==> src/inc/pldm_consts.svh <==
// Constants for the link drop and MAC interface configuration bank.
// Assumes a 200 MHz core clock and APB with 32-bit data.
`ifndef PLDM_CONSTS_SVH
`define PLDM_CONSTS_SVH

// Register indexes; the byte address is four times the index.
`define PLDM_IDX_DROP       8'h2d
`define PLDM_IDX_SGMII_TIMER_MIRROR_CONFIG       8'h31
`define PLDM_IDX_MACCTL     8'h32
`define PLDM_IDX_MACCTL2    8'h33

// Link drop configuration fields.
`define PLDM_DROP_EN_BIT    15
`define PLDM_DROP_GIG_BIT   14
`define PLDM_DROP_STS_HI    12
`define PLDM_DROP_STS_LO    8
`define PLDM_DROP_SRC_HI    4
`define PLDM_DROP_SRC_LO    0

// Timer, mirror and reserved fields of the fourth configuration register.
`define PLDM_SGMII_TIMER_MIRROR_CONFIG_RSV_HI    8
`define PLDM_SGMII_TIMER_MIRROR_CONFIG_RSV_LO    7
`define PLDM_SGMII_TIMER_MIRROR_CONFIG_TSEL_HI   6
`define PLDM_SGMII_TIMER_MIRROR_CONFIG_TSEL_LO   5
`define PLDM_SGMII_TIMER_MIRROR_CONFIG_MIR_BIT   0
`define PLDM_SGMII_TIMER_MIRROR_CONFIG_FIX_HI    4
`define PLDM_SGMII_TIMER_MIRROR_CONFIG_FIX_LO    1
`define PLDM_SGMII_TIMER_MIRROR_CONFIG_FIXED     4'b1000

// MAC interface control fields.
`define PLDM_MAC_EN_BIT     7
`define PLDM_MAC_RXT_HI     6
`define PLDM_MAC_RXT_LO     5
`define PLDM_MAC_TXT_HI     4
`define PLDM_MAC_TXT_LO     3
`define PLDM_MAC_TXD_BIT    1
`define PLDM_MAC_RXD_BIT    0
`define PLDM_MAC2_BYP_BIT   4
`define PLDM_MAC2_BDLY_BIT  3
`define PLDM_MAC2_LLAT_BIT  2

// Reset values.
`define PLDM_RST_TSEL       2'b01
`define PLDM_RST_MAC_EN     1'b1
`define PLDM_RST_RXT        2'b10
`define PLDM_RST_TXT        2'b10

// Serial auto-negotiation timer durations and clock rate.
`define PLDM_CLK_MHZ        200
`define PLDM_T11_MS         11
`define PLDM_T800_US        800
`define PLDM_T2_US          2
`define PLDM_T16_MS         16

`endif

==> src/inc/pldm_pkg.sv <==
// Types shared by the link drop configuration bank.
// Assumes the constants header is compiled alongside.
package pldm_pkg;

  typedef enum logic [1:0] {
    TSEL_16MS  = 2'b00,
    TSEL_2US   = 2'b01,
    TSEL_800US = 2'b10,
    TSEL_11MS  = 2'b11
  } pldm_tsel_t;

  typedef enum logic {
    TMR_IDLE,
    TMR_RUN
  } pldm_tmr_t;

  typedef logic [4:0] pldm_cause_t;

endpackage : pldm_pkg

==> src/inc/pldm_drop_if.sv <==
// Carrier between the register bank and the drop cause latch.
// Assumes both ends run on the same clock.
interface pldm_drop_if;
  import pldm_pkg::*;

  pldm_cause_t setCause;
  pldm_cause_t clrCause;
  pldm_cause_t cause;

  modport latch (input setCause, input clrCause, output cause);
  modport ctrl  (output setCause, output clrCause, input cause);
endinterface : pldm_drop_if

==> src/verilog/pldm_drop_latch.sv <==
// Sticky drop cause flags, one per link drop source.
// Assumes a synchronised active-low reset from the register bank.
module pldm_drop_latch
  import pldm_pkg::*;
(
  input  wire logic   ref_clk,
  input  wire logic   rstSync_b,
  pldm_drop_if.latch  drop
);

  pldm_cause_t causeFf_ff;

  // A cause seen in the clearing cycle stays set.
  always_ff @(posedge ref_clk or negedge rstSync_b) begin
    if (!rstSync_b) begin
      causeFf_ff <= '0;
    end else begin
      causeFf_ff <= (causeFf_ff & ~drop.clrCause) | drop.setCause; // [RULE3]
    end
  end

  assign drop.cause = causeFf_ff;

endmodule : pldm_drop_latch

==> src/verilog/pldm_regs.sv <==
// Link drop, serial auto-negotiation timer and MAC interface registers.
// Each register is 16 bits wide and sits in the low half of its APB word.
// Assumes an APB master on ref_clk and link drop detectors that present
// their criteria as levels synchronous to ref_clk.
// Assumes the link speed flag is stable while the MAC datapath uses it.
//
// Our own choice: the APB slave port.
`include "pldm_consts.svh"

// Function
// [RULE1] Global fast drop enable bit turns the fast link drop function on.
// [RULE2] Gigabit bit configures fast drop for 1000BASE-T operation.
// [RULE3] Drop cause status bits latch high when an enabled criterion drops.
// [RULE4] Cause bits 12..8: descrambler sync, rx errors, MLT3, SNR, energy.
// [RULE5] Each of the five drop sources is enabled on its own.
// [RULE6] Source bits 4..0: descrambler sync, rx errors, MLT3, SNR, energy.
// [RULE7] Timer select 11=11ms, 10=800us, 01=2us, 00=16ms, reset 01.
// [RULE8] Reserved bits 4:1 of the timer register ignore writes, read 1000.
// [RULE9] Mirror enable bit turns port mirroring on.
// [RULE10] Interface enable bit, reset one, enables the MAC interface.
// [RULE11] Receive FIFO half-full threshold from bits 6:5, reset 10.
// [RULE12] Transmit FIFO half-full threshold from bits 4:3, reset 10.
// [RULE13] Transmit clock delay bit selects shifted or aligned transmit clock.
// [RULE14] Receive clock delay bit shifts the receive clock against data.
// [RULE15] Bits 15:8 of interface control ignore writes and read zero.
// [RULE16] Bypass bit bypasses the asynchronous FIFO.
// [RULE17] Bypass delay bit delays receive clock at 10 or 100 Mbps.
// [RULE18] Low-latency bit enables the low-latency path at 10 or 100 Mbps.
// [RULE19] A criterion drops the link only if global and source bits set.
// [RULE20] Reading link drop config clears causes not still present.
module pldm_regs
  import pldm_pkg::*;
#(
  parameter int unsigned T11MS_CYC  = `PLDM_T11_MS * 1000 * `PLDM_CLK_MHZ,
  parameter int unsigned T800US_CYC = `PLDM_T800_US * `PLDM_CLK_MHZ,
  parameter int unsigned T16MS_CYC  = `PLDM_T16_MS * 1000 * `PLDM_CLK_MHZ
)
(
  input  wire logic        ref_clk,
  input  wire logic        rst_b,
  input  wire logic        psel,
  input  wire logic        penable,
  input  wire logic        pwrite,
  input  wire logic [9:0]  paddr,
  input  wire logic [31:0] pwdata,
  output logic      [31:0] prdata,
  output logic             pready,
  output logic             pslverr,
  input  wire logic [4:0]  dropCriteria,
  input  wire logic        linkIs10or100,
  input  wire logic        serialAnegStart,
  output logic             fastDropLink,
  output logic             fastDropGigabit,
  output logic [4:0]       dropSourceActive,
  output logic             serialAnegTimerBusy,
  output logic             serialAnegTimerDone,
  output logic             portMirrorEnable,
  output logic             macIfEnable,
  output logic [1:0]       rxFifoHalfThreshold,
  output logic [1:0]       txFifoHalfThreshold,
  output logic             txClkShifted,
  output logic             rxClkShifted,
  output logic             asyncFifoBypass,
  output logic             bypassRxClkDelay,
  output logic             lowLatencyPath
);

  localparam int unsigned T2US_CYC = `PLDM_T2_US * `PLDM_CLK_MHZ;
  localparam int          CW       = 22;

  // Register state.
  logic        rstPipe_ff;
  logic        rstSync_b;
  logic        fastDropEnable_ff;
  logic        fastDropGigabit_ff;
  pldm_cause_t dropSourceEnables_ff;
  logic [1:0]  cfg4Spare_ff;
  pldm_tsel_t  serialAnegTimerSelect_ff;
  logic        mirror_ff;
  logic        macEn_ff;
  logic [1:0]  rxThr_ff;
  logic [1:0]  txThr_ff;
  logic        txDly_ff;
  logic        rxDly_ff;
  logic        bypass_ff;
  logic        bypassDly_ff;
  logic        lowLat_ff;
  logic [31:0] prdata_ff;
  pldm_cause_t readSnap_ff;
  pldm_tmr_t   tmrState_ff;
  logic [CW-1:0] tmrCount_ff;
  logic        tmrDone_ff;

  // Bus decode, read path and timer load.
  logic        setup;
  logic        access;
  logic        wrAccess;
  logic        rdAccess;
  logic        wrDrop;
  logic        wrCfg4;
  logic        wrMac;
  logic        wrMac2;
  logic        rdDrop;
  logic        aligned;
  logic [7:0]  regIdx;
  logic        hitDrop;
  logic        hitCfg4;
  logic        hitMac;
  logic        hitMac2;
  logic        mapped;
  logic [15:0] wdata;
  logic [15:0] nxt_rdword;
  pldm_cause_t causeNow;
  logic [CW-1:0] nxt_tmrLoad;
  logic        tmrDoneHit;

  // Cause flags live in their own module so that set-over-clear priority
  // is decided in one place.
  pldm_drop_if dropBus ();

  pldm_drop_latch u_drop_latch (
    .ref_clk   (ref_clk),
    .rstSync_b (rstSync_b),
    .drop      (dropBus.latch)
  );

  // Reset is taken asynchronously and released through two flip-flops.
  // Only rstSync_b leaves this block; the first stage feeds nothing else.
  always_ff @(posedge ref_clk or negedge rst_b) begin
    if (!rst_b) begin
      rstPipe_ff <= 1'b0;
      rstSync_b  <= 1'b0;
    end else begin
      rstPipe_ff <= 1'b1;
      rstSync_b  <= rstPipe_ff;
    end
  end

  // APB decode; registers sit on aligned words at four times their index.
  // A refused access still ends with no wait state, so the bus never stalls.
  assign setup    = psel & ~penable;
  assign access   = psel & penable;
  assign wrAccess = access & pwrite & ~pslverr;
  assign rdAccess = access & ~pwrite & ~pslverr;
  assign aligned  = (paddr[1:0] == 2'b00);
  assign regIdx   = paddr[9:2];
  assign hitDrop  = aligned & (regIdx == `PLDM_IDX_DROP);
  assign hitCfg4  = aligned & (regIdx == `PLDM_IDX_SGMII_TIMER_MIRROR_CONFIG);
  assign hitMac   = aligned & (regIdx == `PLDM_IDX_MACCTL);
  assign hitMac2  = aligned & (regIdx == `PLDM_IDX_MACCTL2);
  assign mapped   = hitDrop | hitCfg4 | hitMac | hitMac2;
  assign wdata    = pwdata[15:0];
  assign pready   = access;
  assign pslverr  = access & ~mapped;
  assign prdata   = prdata_ff;

  // One strobe per register keeps each storage process to its own decode.
  assign wrDrop   = wrAccess & hitDrop;
  assign wrCfg4   = wrAccess & hitCfg4;
  assign wrMac    = wrAccess & hitMac;
  assign wrMac2   = wrAccess & hitMac2;
  assign rdDrop   = rdAccess & hitDrop;

  // Link drop configuration register.
  // The cause field is read only; writes to it are dropped here.
  always_ff @(posedge ref_clk or negedge rstSync_b) begin
    if (!rstSync_b) begin
      fastDropEnable_ff    <= 1'b0;
      fastDropGigabit_ff   <= 1'b0;
      dropSourceEnables_ff <= '0;
    end else if (wrDrop) begin
      fastDropEnable_ff    <= wdata[`PLDM_DROP_EN_BIT]; // [RULE1]
      fastDropGigabit_ff   <= wdata[`PLDM_DROP_GIG_BIT]; // [RULE2]
      dropSourceEnables_ff <=
        wdata[`PLDM_DROP_SRC_HI:`PLDM_DROP_SRC_LO]; // [RULE5]
    end
  end

  // Fourth configuration register; bits 4:1 hold no storage.
  // Bits 8:7 are spare storage that reads back as written.
  always_ff @(posedge ref_clk or negedge rstSync_b) begin
    if (!rstSync_b) begin
      cfg4Spare_ff             <= 2'b00;
      serialAnegTimerSelect_ff <= pldm_tsel_t'(`PLDM_RST_TSEL);
      mirror_ff                <= 1'b0;
    end else if (wrCfg4) begin
      cfg4Spare_ff <= wdata[`PLDM_SGMII_TIMER_MIRROR_CONFIG_RSV_HI:`PLDM_SGMII_TIMER_MIRROR_CONFIG_RSV_LO];
      serialAnegTimerSelect_ff <=
        pldm_tsel_t'(wdata[`PLDM_SGMII_TIMER_MIRROR_CONFIG_TSEL_HI:`PLDM_SGMII_TIMER_MIRROR_CONFIG_TSEL_LO]); // [RULE7]
      mirror_ff <= wdata[`PLDM_SGMII_TIMER_MIRROR_CONFIG_MIR_BIT]; // [RULE9]
    end
  end

  // MAC interface control register; upper byte and bit 2 are not stored.
  always_ff @(posedge ref_clk or negedge rstSync_b) begin
    if (!rstSync_b) begin
      macEn_ff <= `PLDM_RST_MAC_EN;
      rxThr_ff <= `PLDM_RST_RXT;
      txThr_ff <= `PLDM_RST_TXT;
      txDly_ff <= 1'b0;
      rxDly_ff <= 1'b0;
    end else if (wrMac) begin
      macEn_ff <= wdata[`PLDM_MAC_EN_BIT]; // [RULE10]
      rxThr_ff <= wdata[`PLDM_MAC_RXT_HI:`PLDM_MAC_RXT_LO]; // [RULE11]
      txThr_ff <= wdata[`PLDM_MAC_TXT_HI:`PLDM_MAC_TXT_LO]; // [RULE12]
      txDly_ff <= wdata[`PLDM_MAC_TXD_BIT]; // [RULE13]
      rxDly_ff <= wdata[`PLDM_MAC_RXD_BIT]; // [RULE14]
    end
  end

  // Second MAC interface control register.
  // Bits 15:5 and 1:0 hold no storage and read zero.
  always_ff @(posedge ref_clk or negedge rstSync_b) begin
    if (!rstSync_b) begin
      bypass_ff    <= 1'b0;
      bypassDly_ff <= 1'b0;
      lowLat_ff    <= 1'b0;
    end else if (wrMac2) begin
      bypass_ff    <= wdata[`PLDM_MAC2_BYP_BIT]; // [RULE16]
      bypassDly_ff <= wdata[`PLDM_MAC2_BDLY_BIT]; // [RULE17]
      lowLat_ff    <= wdata[`PLDM_MAC2_LLAT_BIT]; // [RULE18]
    end
  end

  // A criterion counts only with the global and its own source bit set.
  // A disabled source therefore reaches neither the latch nor the link.
  assign causeNow = dropCriteria & dropSourceEnables_ff
                    & {5{fastDropEnable_ff}}; // [RULE19]

  // Cause bits keep the source order of the enable field.
  assign dropBus.setCause = causeNow; // [RULE3] [RULE4] [RULE6]

  // Only cause bits that were shown to software are cleared. A cause that
  // arrives between the setup and access cycles survives for the next read.
  assign dropBus.clrCause = rdDrop ?
                            (readSnap_ff & ~causeNow) : '0; // [RULE20]

  // Read word assembly.
  // Unmapped indexes and reserved bits read as zero, save bits 4:1 of the timer register, which read 1000, and its bits 8:7, which read as written.
  always_comb begin
    nxt_rdword = 16'h0000;
    if (hitDrop) begin
      nxt_rdword[`PLDM_DROP_EN_BIT]  = fastDropEnable_ff;
      nxt_rdword[`PLDM_DROP_GIG_BIT] = fastDropGigabit_ff;
      nxt_rdword[`PLDM_DROP_STS_HI:`PLDM_DROP_STS_LO] = dropBus.cause;
      nxt_rdword[`PLDM_DROP_SRC_HI:`PLDM_DROP_SRC_LO] = dropSourceEnables_ff;
    end else if (hitCfg4) begin
      nxt_rdword[`PLDM_SGMII_TIMER_MIRROR_CONFIG_RSV_HI:`PLDM_SGMII_TIMER_MIRROR_CONFIG_RSV_LO] = cfg4Spare_ff;
      nxt_rdword[`PLDM_SGMII_TIMER_MIRROR_CONFIG_TSEL_HI:`PLDM_SGMII_TIMER_MIRROR_CONFIG_TSEL_LO] =
        serialAnegTimerSelect_ff;
      nxt_rdword[`PLDM_SGMII_TIMER_MIRROR_CONFIG_FIX_HI:`PLDM_SGMII_TIMER_MIRROR_CONFIG_FIX_LO] =
        `PLDM_SGMII_TIMER_MIRROR_CONFIG_FIXED; // [RULE8]
      nxt_rdword[`PLDM_SGMII_TIMER_MIRROR_CONFIG_MIR_BIT] = mirror_ff;
    end else if (hitMac) begin
      nxt_rdword[`PLDM_MAC_EN_BIT] = macEn_ff;
      nxt_rdword[`PLDM_MAC_RXT_HI:`PLDM_MAC_RXT_LO] = rxThr_ff;
      nxt_rdword[`PLDM_MAC_TXT_HI:`PLDM_MAC_TXT_LO] = txThr_ff;
      nxt_rdword[`PLDM_MAC_TXD_BIT] = txDly_ff;
      nxt_rdword[`PLDM_MAC_RXD_BIT] = rxDly_ff; // [RULE15]
    end else if (hitMac2) begin
      nxt_rdword[`PLDM_MAC2_BYP_BIT]  = bypass_ff;
      nxt_rdword[`PLDM_MAC2_BDLY_BIT] = bypassDly_ff;
      nxt_rdword[`PLDM_MAC2_LLAT_BIT] = lowLat_ff;
    end
  end

  // Read data is captured in the setup cycle and held through access.
  // The snapshot taken with it is what the clearing logic trusts.
  always_ff @(posedge ref_clk or negedge rstSync_b) begin
    if (!rstSync_b) begin
      prdata_ff   <= 32'h0000_0000;
      readSnap_ff <= '0;
    end else if (setup && !pwrite) begin
      prdata_ff   <= {16'h0000, nxt_rdword};
      readSnap_ff <= hitDrop ? dropBus.cause : '0;
    end
  end

  // Timer length chosen by the select field at the start pulse.
  // The 2 us count follows from the clock rate; the longer counts are
  // parameters so that a bench can shorten them.
  always_comb begin
    nxt_tmrLoad = CW'(T2US_CYC);
    unique case (serialAnegTimerSelect_ff)
      TSEL_11MS:  nxt_tmrLoad = CW'(T11MS_CYC);
      TSEL_800US: nxt_tmrLoad = CW'(T800US_CYC);
      TSEL_2US:   nxt_tmrLoad = CW'(T2US_CYC);
      TSEL_16MS:  nxt_tmrLoad = CW'(T16MS_CYC);
    endcase
  end

  // A start while busy restarts the count with the newly selected length.
  // The count reaches zero on the edge that raises done, and then idles.
  always_ff @(posedge ref_clk or negedge rstSync_b) begin
    if (!rstSync_b) begin
      tmrState_ff <= TMR_IDLE;
      tmrCount_ff <= '0;
    end else begin
      if (serialAnegStart) begin
        tmrState_ff <= TMR_RUN;
        tmrCount_ff <= nxt_tmrLoad - CW'(1); // [RULE7]
      end else begin
        unique case (tmrState_ff)
          TMR_IDLE: begin
            tmrCount_ff <= '0;
          end
          TMR_RUN: begin
            if (tmrCount_ff == CW'(1)) begin
              tmrState_ff <= TMR_IDLE;
            end
            tmrCount_ff <= tmrCount_ff - CW'(1);
          end
        endcase
      end
    end
  end

  // Done pulses exactly the selected count of cycles after the start.
  assign tmrDoneHit = !serialAnegStart && (tmrState_ff == TMR_RUN)
                      && (tmrCount_ff == CW'(1));

  always_ff @(posedge ref_clk or negedge rstSync_b) begin
    if (!rstSync_b) begin
      tmrDone_ff <= 1'b0;
    end else begin
      tmrDone_ff <= tmrDoneHit; // [RULE7]
    end
  end

  // Control outputs; the speed-dependent ones are gated here so that a
  // gigabit link never sees them.
  assign fastDropLink        = |causeNow; // [RULE1] [RULE19]
  assign fastDropGigabit     = fastDropEnable_ff & fastDropGigabit_ff; // [RULE2]
  assign dropSourceActive    = causeNow;
  assign serialAnegTimerBusy = (tmrState_ff == TMR_RUN);
  assign serialAnegTimerDone = tmrDone_ff;
  assign portMirrorEnable    = mirror_ff; // [RULE9]
  assign macIfEnable         = macEn_ff; // [RULE10]
  assign rxFifoHalfThreshold = rxThr_ff;
  assign txFifoHalfThreshold = txThr_ff;
  assign txClkShifted        = txDly_ff;
  assign rxClkShifted        = rxDly_ff;
  assign asyncFifoBypass     = bypass_ff; // [RULE16]
  assign bypassRxClkDelay    = bypassDly_ff & linkIs10or100; // [RULE17]
  assign lowLatencyPath      = lowLat_ff & linkIs10or100; // [RULE18]

endmodule : pldm_regs
==> config.mk <==
export PLATFORM = sky130hd
export DESIGN_NAME = pldm_regs
export DESIGN_NICKNAME = d
export VERILOG_FILES = /design/src/inc/pldm_pkg.sv /design/src/inc/pldm_drop_if.sv /design/src/verilog/pldm_drop_latch.sv /design/src/verilog/pldm_regs.sv
export VERILOG_INCLUDE_DIRS = /design/src /design/src/inc
export SDC_FILE = /design/constraint.sdc
export NUM_CORES = 1
export LEC_CHECK = 0
export BUFFER_PORTS_ARGS = -buffer_cell sky130_fd_sc_hd__buf_4
export CAP_MARGIN = 20
export CORE_MARGIN = 2
export CORE_UTILIZATION = 30
export CTS_CLUSTER_SIZE = 8
export DETAILED_ROUTE_END_ITERATION = 10
export GPL_TIMING_DRIVEN = 1
export PLACE_DENSITY = 0.56
export SLEW_MARGIN = 20
export SYNTH_ARGS = -nofsm -noshare
export SYNTH_HDL_FRONTEND = slang
export SYNTH_SLANG_ARGS = --single-unit
==> constraint.sdc <==
create_clock -name ref_clk -period 4.2 [get_ports ref_clk]
set_input_delay 0.21 -clock ref_clk [delete_from_list [all_inputs] [get_ports ref_clk]]
set_output_delay 0.21 -clock ref_clk [all_outputs]
set_load 0.03 [all_outputs]
==> results of run 1 <==
[sequential cells by signal, indices dropped and copies added (netlist names)]
signal                    count
rstPipe_ff                    1
portMirrorEnable              1
cfg4Spare_ff                  2
serialAnegTimerSelect_ff      2
asyncFifoBypass               1
txFifoHalfThreshold           2
macIfEnable                   1
prdata                       12
fastDropEnable_ff             1
rstSync_b                     1
rxFifoHalfThreshold           2
bypassDly_ff                  1
u_drop_latch.drop.cause       5
fastDropGigabit_ff            1
dropSourceEnables_ff          5
lowLat_ff                     1
tmrCount_ff                  22
readSnap_ff                   4
txClkShifted                  1
serialAnegTimerDone           1
serialAnegTimerBusy           1
rxClkShifted                  1
[synthesized netlist by cell type (all sizes together) (3+ instances only)]
master   n
a31oi    4
o21ai   14
xor2     8
dfrtp   65
nand3   18
and2     4
mux2    24
a22o     6
nand2   21
o211ai   3
o22ai    3
ha       9
nor2b    5
nand4b   4
nand2b   3
nand4    6
or4      3
and3     8
or3b     4
buf     23
or2      3
nor2    18
xnor2    4
dfstp    4
or3      3
inv     10
clkbuf   6
a22oi    3
nor4     8
a21oi    4
nor3     4
[kinds of logic (layout without fill, tap and decap cells)]
| family | count (synthesis) | count (layout) |
|---|---|---|
| buf+inv | 39 | 97 |
| flops | 69 | 69 |
| fa+ha+maj | 9 | 9 |
| compound gates | 49 | 49 |
| xor+xnor | 12 | 12 |
| other cells | 2 | 18 |
| mux | 26 | 26 |
| simple gates | 120 | 120 |
[worst min-delay path by stage]
stage	slack, ns	to
global placement	-0.008	rstPipe_ff
CTS	0.10	fastDropGigabit_ff
finish	0.11	fastDropEnable_ff
floorplan	-0.09	rstPipe_ff
global route	0.11	fastDropEnable_ff
detailed placement	-0.007	rstPipe_ff
[routing by layer]
layer / track usage, % / wire (um) / share of wire, %
met5: 0 / 0 / 0
met4: 5.53 / 134 / 1.6
met3: 2.71 / 284 / 3.4
met2: 19.8 / 3770 / 45
met1: 19.5 / 4100 / 49
[power by group]
part	internal [mW]	total (mW)	switching, mW
Sequential	0.679	0.700	0.0206
Combinational	0.0443	0.118	0.0733
Clock	0.517	0.793	0.277
Total	1.24	1.61	0.371
[stage by stage]
step	cells	instance area (um2)	hold WS, ns	worst slack [ns]
after floorplan	342	3660	-0.0856	2.14
after global placement	530	4170	-0.00784	2.04
after detailed placement	530	4170	-0.00713	2.00
after CTS	547	4490	0.103	1.98
after global routing	547	4490	0.113	1.80
final	547	4490	0.114	2.00
[final cells by class]
| cell class | instances | area share, % |
|---|---|---|
| Sequential cell | 69 | 38.6 |
| Multi-Input combinational cell | 234 | 37.7 |
| Timing Repair Buffer | 71 | 11.9 |
| Clock buffer | 11 | 5.19 |
| Tap cell | 147 | 4.10 |
| Clock inverter | 5 | 1.67 |
| Inverter | 10 | 0.836 |
[worst max-delay path, stage by stage, from the launching register on]
cell and delay, ns:
dfrtp_1 0.41, inv_1 0.09, ha_1 0.17, nor3b_2 0.42, nand4_1 0.38, or4_1 0.58
nand3_1 0.08
==> impl_metrics.csv, run 1 <==
group,metric,value,unit
route,drc,0,
sta,slew_violations,0,
setup_path,r2r_end,"tmrCount_ff[16]",
grt,grt_max_degree,43,
grt,grt.overflow.total,0,
power,power.total,1.61,mW
grt,grt_usage,13.5,%
worst_hold_path,min_path_type,"in -> reg",
sta,finalCriticalPeriod,2.20,ns
final_layout,syn_to_final_growth,24.7,%
grt,grt_pass1_wl,13.7,mm
power,power_density,359,mW/mm2
run,maxCapViolCount,0,
worst_hold_path,min-delay-start,"pwdata[15]",
route,ant_nets,0,
clock_network,clkLatencyLatePin,0.33,ns
synthesis,synth_top_area_share,45.2,%
power,ir_drop,0.185,mV
final_layout,fin_util,37.8,%
synthesis,synth_area_leader_cell,"dfrtp_1",
clock_network,cts_inserted_buffers,9,
setup_path,r2r_start,"tmrCount_ff[1]",
final_layout,drive_gt1_share,33.3,%
setup_path,criticalPathCategory,"reg -> reg",
final_layout,nets,458,
clock_network,clk_pin_slew,0.06,ns
grt,antenna_found_initial,0,
synthesis,ys.flop_type,"dfrtp_1",
sta,finClkSkew,0.00457,ns
synthesis,ys_ff_latch,69,
outcome,status,"completed",
sta,maxSlewHeadroom,42.9,%
synthesis,synth_edf_count,0,
route,routedWlPerCell,15.2,um
route,vias_per_cell,4.85,
synthesis,synth-simple-area-share,21.7,%
placed_design,hpwl,6.16,mm
sta,setup_violations,0,
clock_network,cts_resized,0,
setup_path,required,4.46,ns
power,cellLeakagePower,2.11,nW
synthesis,synth_mux_area_share,8.07,%
clock_network,cts_setup_buffers,0,
route,dr.first_iter.drc_count,173,
sta,tns,0,ns
worst_hold_path,holdPathStages,2,
floorplanning,row_count,40,
synthesis,synthAdderAreaFrac,3.13,%
synthesis,synth.top_cells.by_area,"dfrtp_1, mux2_2, buf_4, ha_1, dfstp_2",
clock_network,clock-root-buffer,"clkbuf_16",
setup_path,critPathLaunchType,"flop",
floorplanning,die_h,114,um
synthesis,synth_cell_types,61,
setup_path,reg2reg_slack,2.00,ns
clock_network,cts_tree,"yes",
grt,grt_pass1_vias,2587,
synthesis,synth_top_family_by_area,"simple AND/OR/NAND/NOR gates",
route,wl,8.29,mm
setup_path,reg2reg_depth,6,
sta,hold_viol_final,0,
route,dr.pass1.iters,4,
final_layout,multi_input_comb_area,0.00169,mm2
synthesis,synth_area,0.00360,mm2
final_layout,final_common_cell,"buf_4",
setup_path,worstPathMaxFanout,6,
sta,fin_crit_sh,52.3,%
synthesis,synth_warnings,0,
floorplanning,core_area,0.0119,mm2
sta,rsz0062_at_grt,"no",
synthesis,synth-xor-area-share,2.92,%
placed_design,place.gp.congestion,0.782,
floorplanning,initial_core_util,30.3,%
synthesis,synth_cells,326,
sta,tightest_slew,0.854,ns
route,vias,2654,
floorplanning,fp.dieW,114,um
sta,max_freq,455,MHz
floorplanning,dieArea,0.0129,mm2
synthesis,ys_seq_area_share,48.1,%
placed_design,numPortBuffers,69,
setup_path,crit_start,"tmrCount_ff[1]",
clock_network,postCtsHoldBufs,1,
floorplanning,boundaryPins,108,
final_layout,fillers,1174,
final_layout,antenna_cells,0,
synthesis,async_flop_share,100,%
synthesis,synth_compound_area_share,9.25,%
synthesis,synth.avg_cell_area,11.0,um2
clock_network,htree_levels,3,
clock_network,cts_buffer_depth,2,
clock_network,clock-sinks,69,
final_layout,layout_common_cells,"buf_4, dfrtp_1, mux2_2, nand2_1",
setup_path,crit_path_end_kind,"flop",
setup_path,worstPathArrival,2.46,ns
final_layout,regArea,0.00173,mm2
setup_path,crit_path_end,"tmrCount_ff[16]",
No activity file was read; power rests on OpenSTA's default activity.
==> run 2: changes to the inputs <==
--- a/config.mk
+++ b/config.mk
@@ -13,7 +13,7 @@
 export CTS_CLUSTER_SIZE = 8
 export DETAILED_ROUTE_END_ITERATION = 10
 export GPL_TIMING_DRIVEN = 1
-export PLACE_DENSITY = 0.56
+export PLACE_DENSITY = 0.58
 export SLEW_MARGIN = 20
 export SYNTH_ARGS = -nofsm -noshare
 export SYNTH_HDL_FRONTEND = slang
==> constraint.sdc (replaced) <==
create_clock -name ref_clk -period 1.85 [get_ports ref_clk]
set_input_delay 0.0925 -clock ref_clk [delete_from_list [all_inputs] [get_ports ref_clk]]
set_output_delay 0.0925 -clock ref_clk [all_outputs]
set_load 0.03 [all_outputs]
==> run 2 against run 1 <==
Net effect:
- clock-buffer cell count fell by 2
- worst setup slack got worse by 1.9 ns
- die area did not move
- critical path depth fell by 2
- cell area rose by 6.4%
- clock skew rose by 0.0012 ns
- sequential power rose by 120%
==> impl_metrics.csv, run 2 (synthesis results as in run 1) <==
group,metric,value,unit
power,p_int,2.85,mW
route,dr.first_iter.drc_count,147,
sta,rsz0062_at_grt,"yes",
final_layout,largest_register,"tmrCount_ff",
setup_path,crit_path_end_kind,"flop",
route,routedWlPerCell,14.8,um
clock_network,clk_pin_slew,0.06,ns
sta,hold_viol_final,0,
route,vias_per_cell,4.80,
placed_design,dp_slack,0.0421,ns
route,vias,2777,
setup_path,required,2.07,ns
sta,hold_ws,0.00903,ns
sta,tns,0,ns
clock_network,cts_buffer_depth,2,
setup_path,worstPathMaxFanout,2,
outcome,status,"completed",
final_layout,layout_common_cells,"buf_4, dfrtp_1, mux2_2, nand2_1",
final_layout,nets,490,
floorplanning,fp.dieW,114,um
final_layout,fin_util,40.3,%
final_layout,drive_gt1_share,39.1,%
floorplanning,initial_core_util,30.3,%
setup_path,critPathLaunchType,"flop",
clock_network,clock-sinks,69,
grt,grt_usage,13.8,%
grt,grt_pass1_vias,2741,
placed_design,placed_cells,556,
power,cellLeakagePower,2.28,nW
sta,finalCriticalPeriod,1.78,ns
clock_network,clkLatencyLatePin,0.33,ns
power,power_density,781,mW/mm2
final_layout,largest_reg_flops,22,
clock_network,cts_tree,"yes",
clock_network,cts_inserted_buffers,9,
floorplanning,die_h,114,um
power,p_clk_share,49.5,%
run,maxCapViolCount,0,
power,ir_drop,0.435,mV
power,power.total,3.73,mW
floorplanning,boundaryPins,108,
clock_network,clock-root-buffer,"clkbuf_16",
power,seqPwrFrac,42.2,%
floorplanning,row_count,40,
floorplanning,dieArea,0.0129,mm2
grt,grt.overflow.total,0,
placed_design,place.gp.congestion,0.855,
grt,grt_pass1_wl,14.1,mm
route,wl,8.58,mm
grt,antenna_found_initial,0,
final_layout,final_cell_area,0.00478,mm2
power,netSwitchingPower,0.882,mW
setup_path,criticalPathCategory,"reg -> reg",
sta,slew_violations,0,
route,ant_nets,0,
placed_design,numPortBuffers,69,
sta,finClkSkew,0.00577,ns
floorplanning,core_area,0.0119,mm2
worst_hold_path,min_path_type,"in -> reg",
sta,finalWorstSetupSlack,0.0651,ns
placed_design,hpwl,6.52,mm
final_layout,final_cells,579,
sta,fin_crit_sh,96.5,%
sta,setup_violations,0,
route,dr.pass1.iters,4,
final_layout,antenna_cells,0,
power,p_sw_share,23.6,%
route,drc,0,
power,comb_power_share,8.3,%
sta,max_freq,560,MHz
grt,grt_max_degree,39,
placed_design,postPlaceCellArea,0.00437,mm2
final_layout,syn_to_final_growth,32.7,%
clock_network,htree_levels,3,
setup_path,worstPathArrival,2.01,ns
final_layout,final_common_cell,"buf_4",
run 2: critical path: stages, from the launching register on:
cell	delay, ns
dfrtp_1	0.37
or4_4	0.54
or3_4	0.37
or2_1	0.23
a21o_1	0.17
run 2: power groups by stage:
stage	registers [mW]	clock network [mW]	logic, mW
CTS	1.57	1.88	0.313
finish	1.57	1.85	0.311
global placement	1.60	0	0.298
floorplan	1.62	0	0.172
detailed placement	1.60	0	0.304
global route	1.58	1.97	0.343
run 2: final timing paths:
kind / startpoint / slack (ns) / cells after the start / end
max in group asynchronous: rstSync_b / 1.18 / 1 / txFifoHalfThreshold[1]
min in group asynchronous: rst_b / 0.08 / 2 / rstPipe_ff
min: pwdata[2] / 0.009 / 2 / dropSourceEnables_ff[2]
max: tmrCount_ff[16] / 0.07 / 4 / serialAnegTimerBusy
max reg2reg: tmrCount_ff[16] / 0.07 / 4 / serialAnegTimerBusy
min reg2reg: rstSync_b / 0.28 / 1 / serialAnegTimerSelect_ff[1]
run 2: layout make-up:
cell class,instances,area (um2)
clock buffer,9,225
clock inverter,7,98.8
fill,1135,7090
inverter,10,37.5
multi-input combinational,234,1710
sequential,69,1740
tap,147,184
timing repair buffer,103,786
run 2: metal layers:
metal / wire length, um / track usage, % / vias to the layer above / share of wire [%]
met2: 3950 / 20.8 / 58 / 46
met3: 299 / 2.98 / 12 / 3.5
met5: 0 / 0 / - / 0
met1: 4160 / 19.5 / 1365 / 48
met4: 173 / 5.37 / 0 / 2.0
li1: - / - / 1342 / -
run 2: repair_timing:
action                                  in CTS  in global routing
gates resized for setup                      0                  6
setup buffers                                0                  2
hold buffers                                 5                  0
endpoints found under the hold margin        6                  0
endpoints found under the setup margin       0                  3
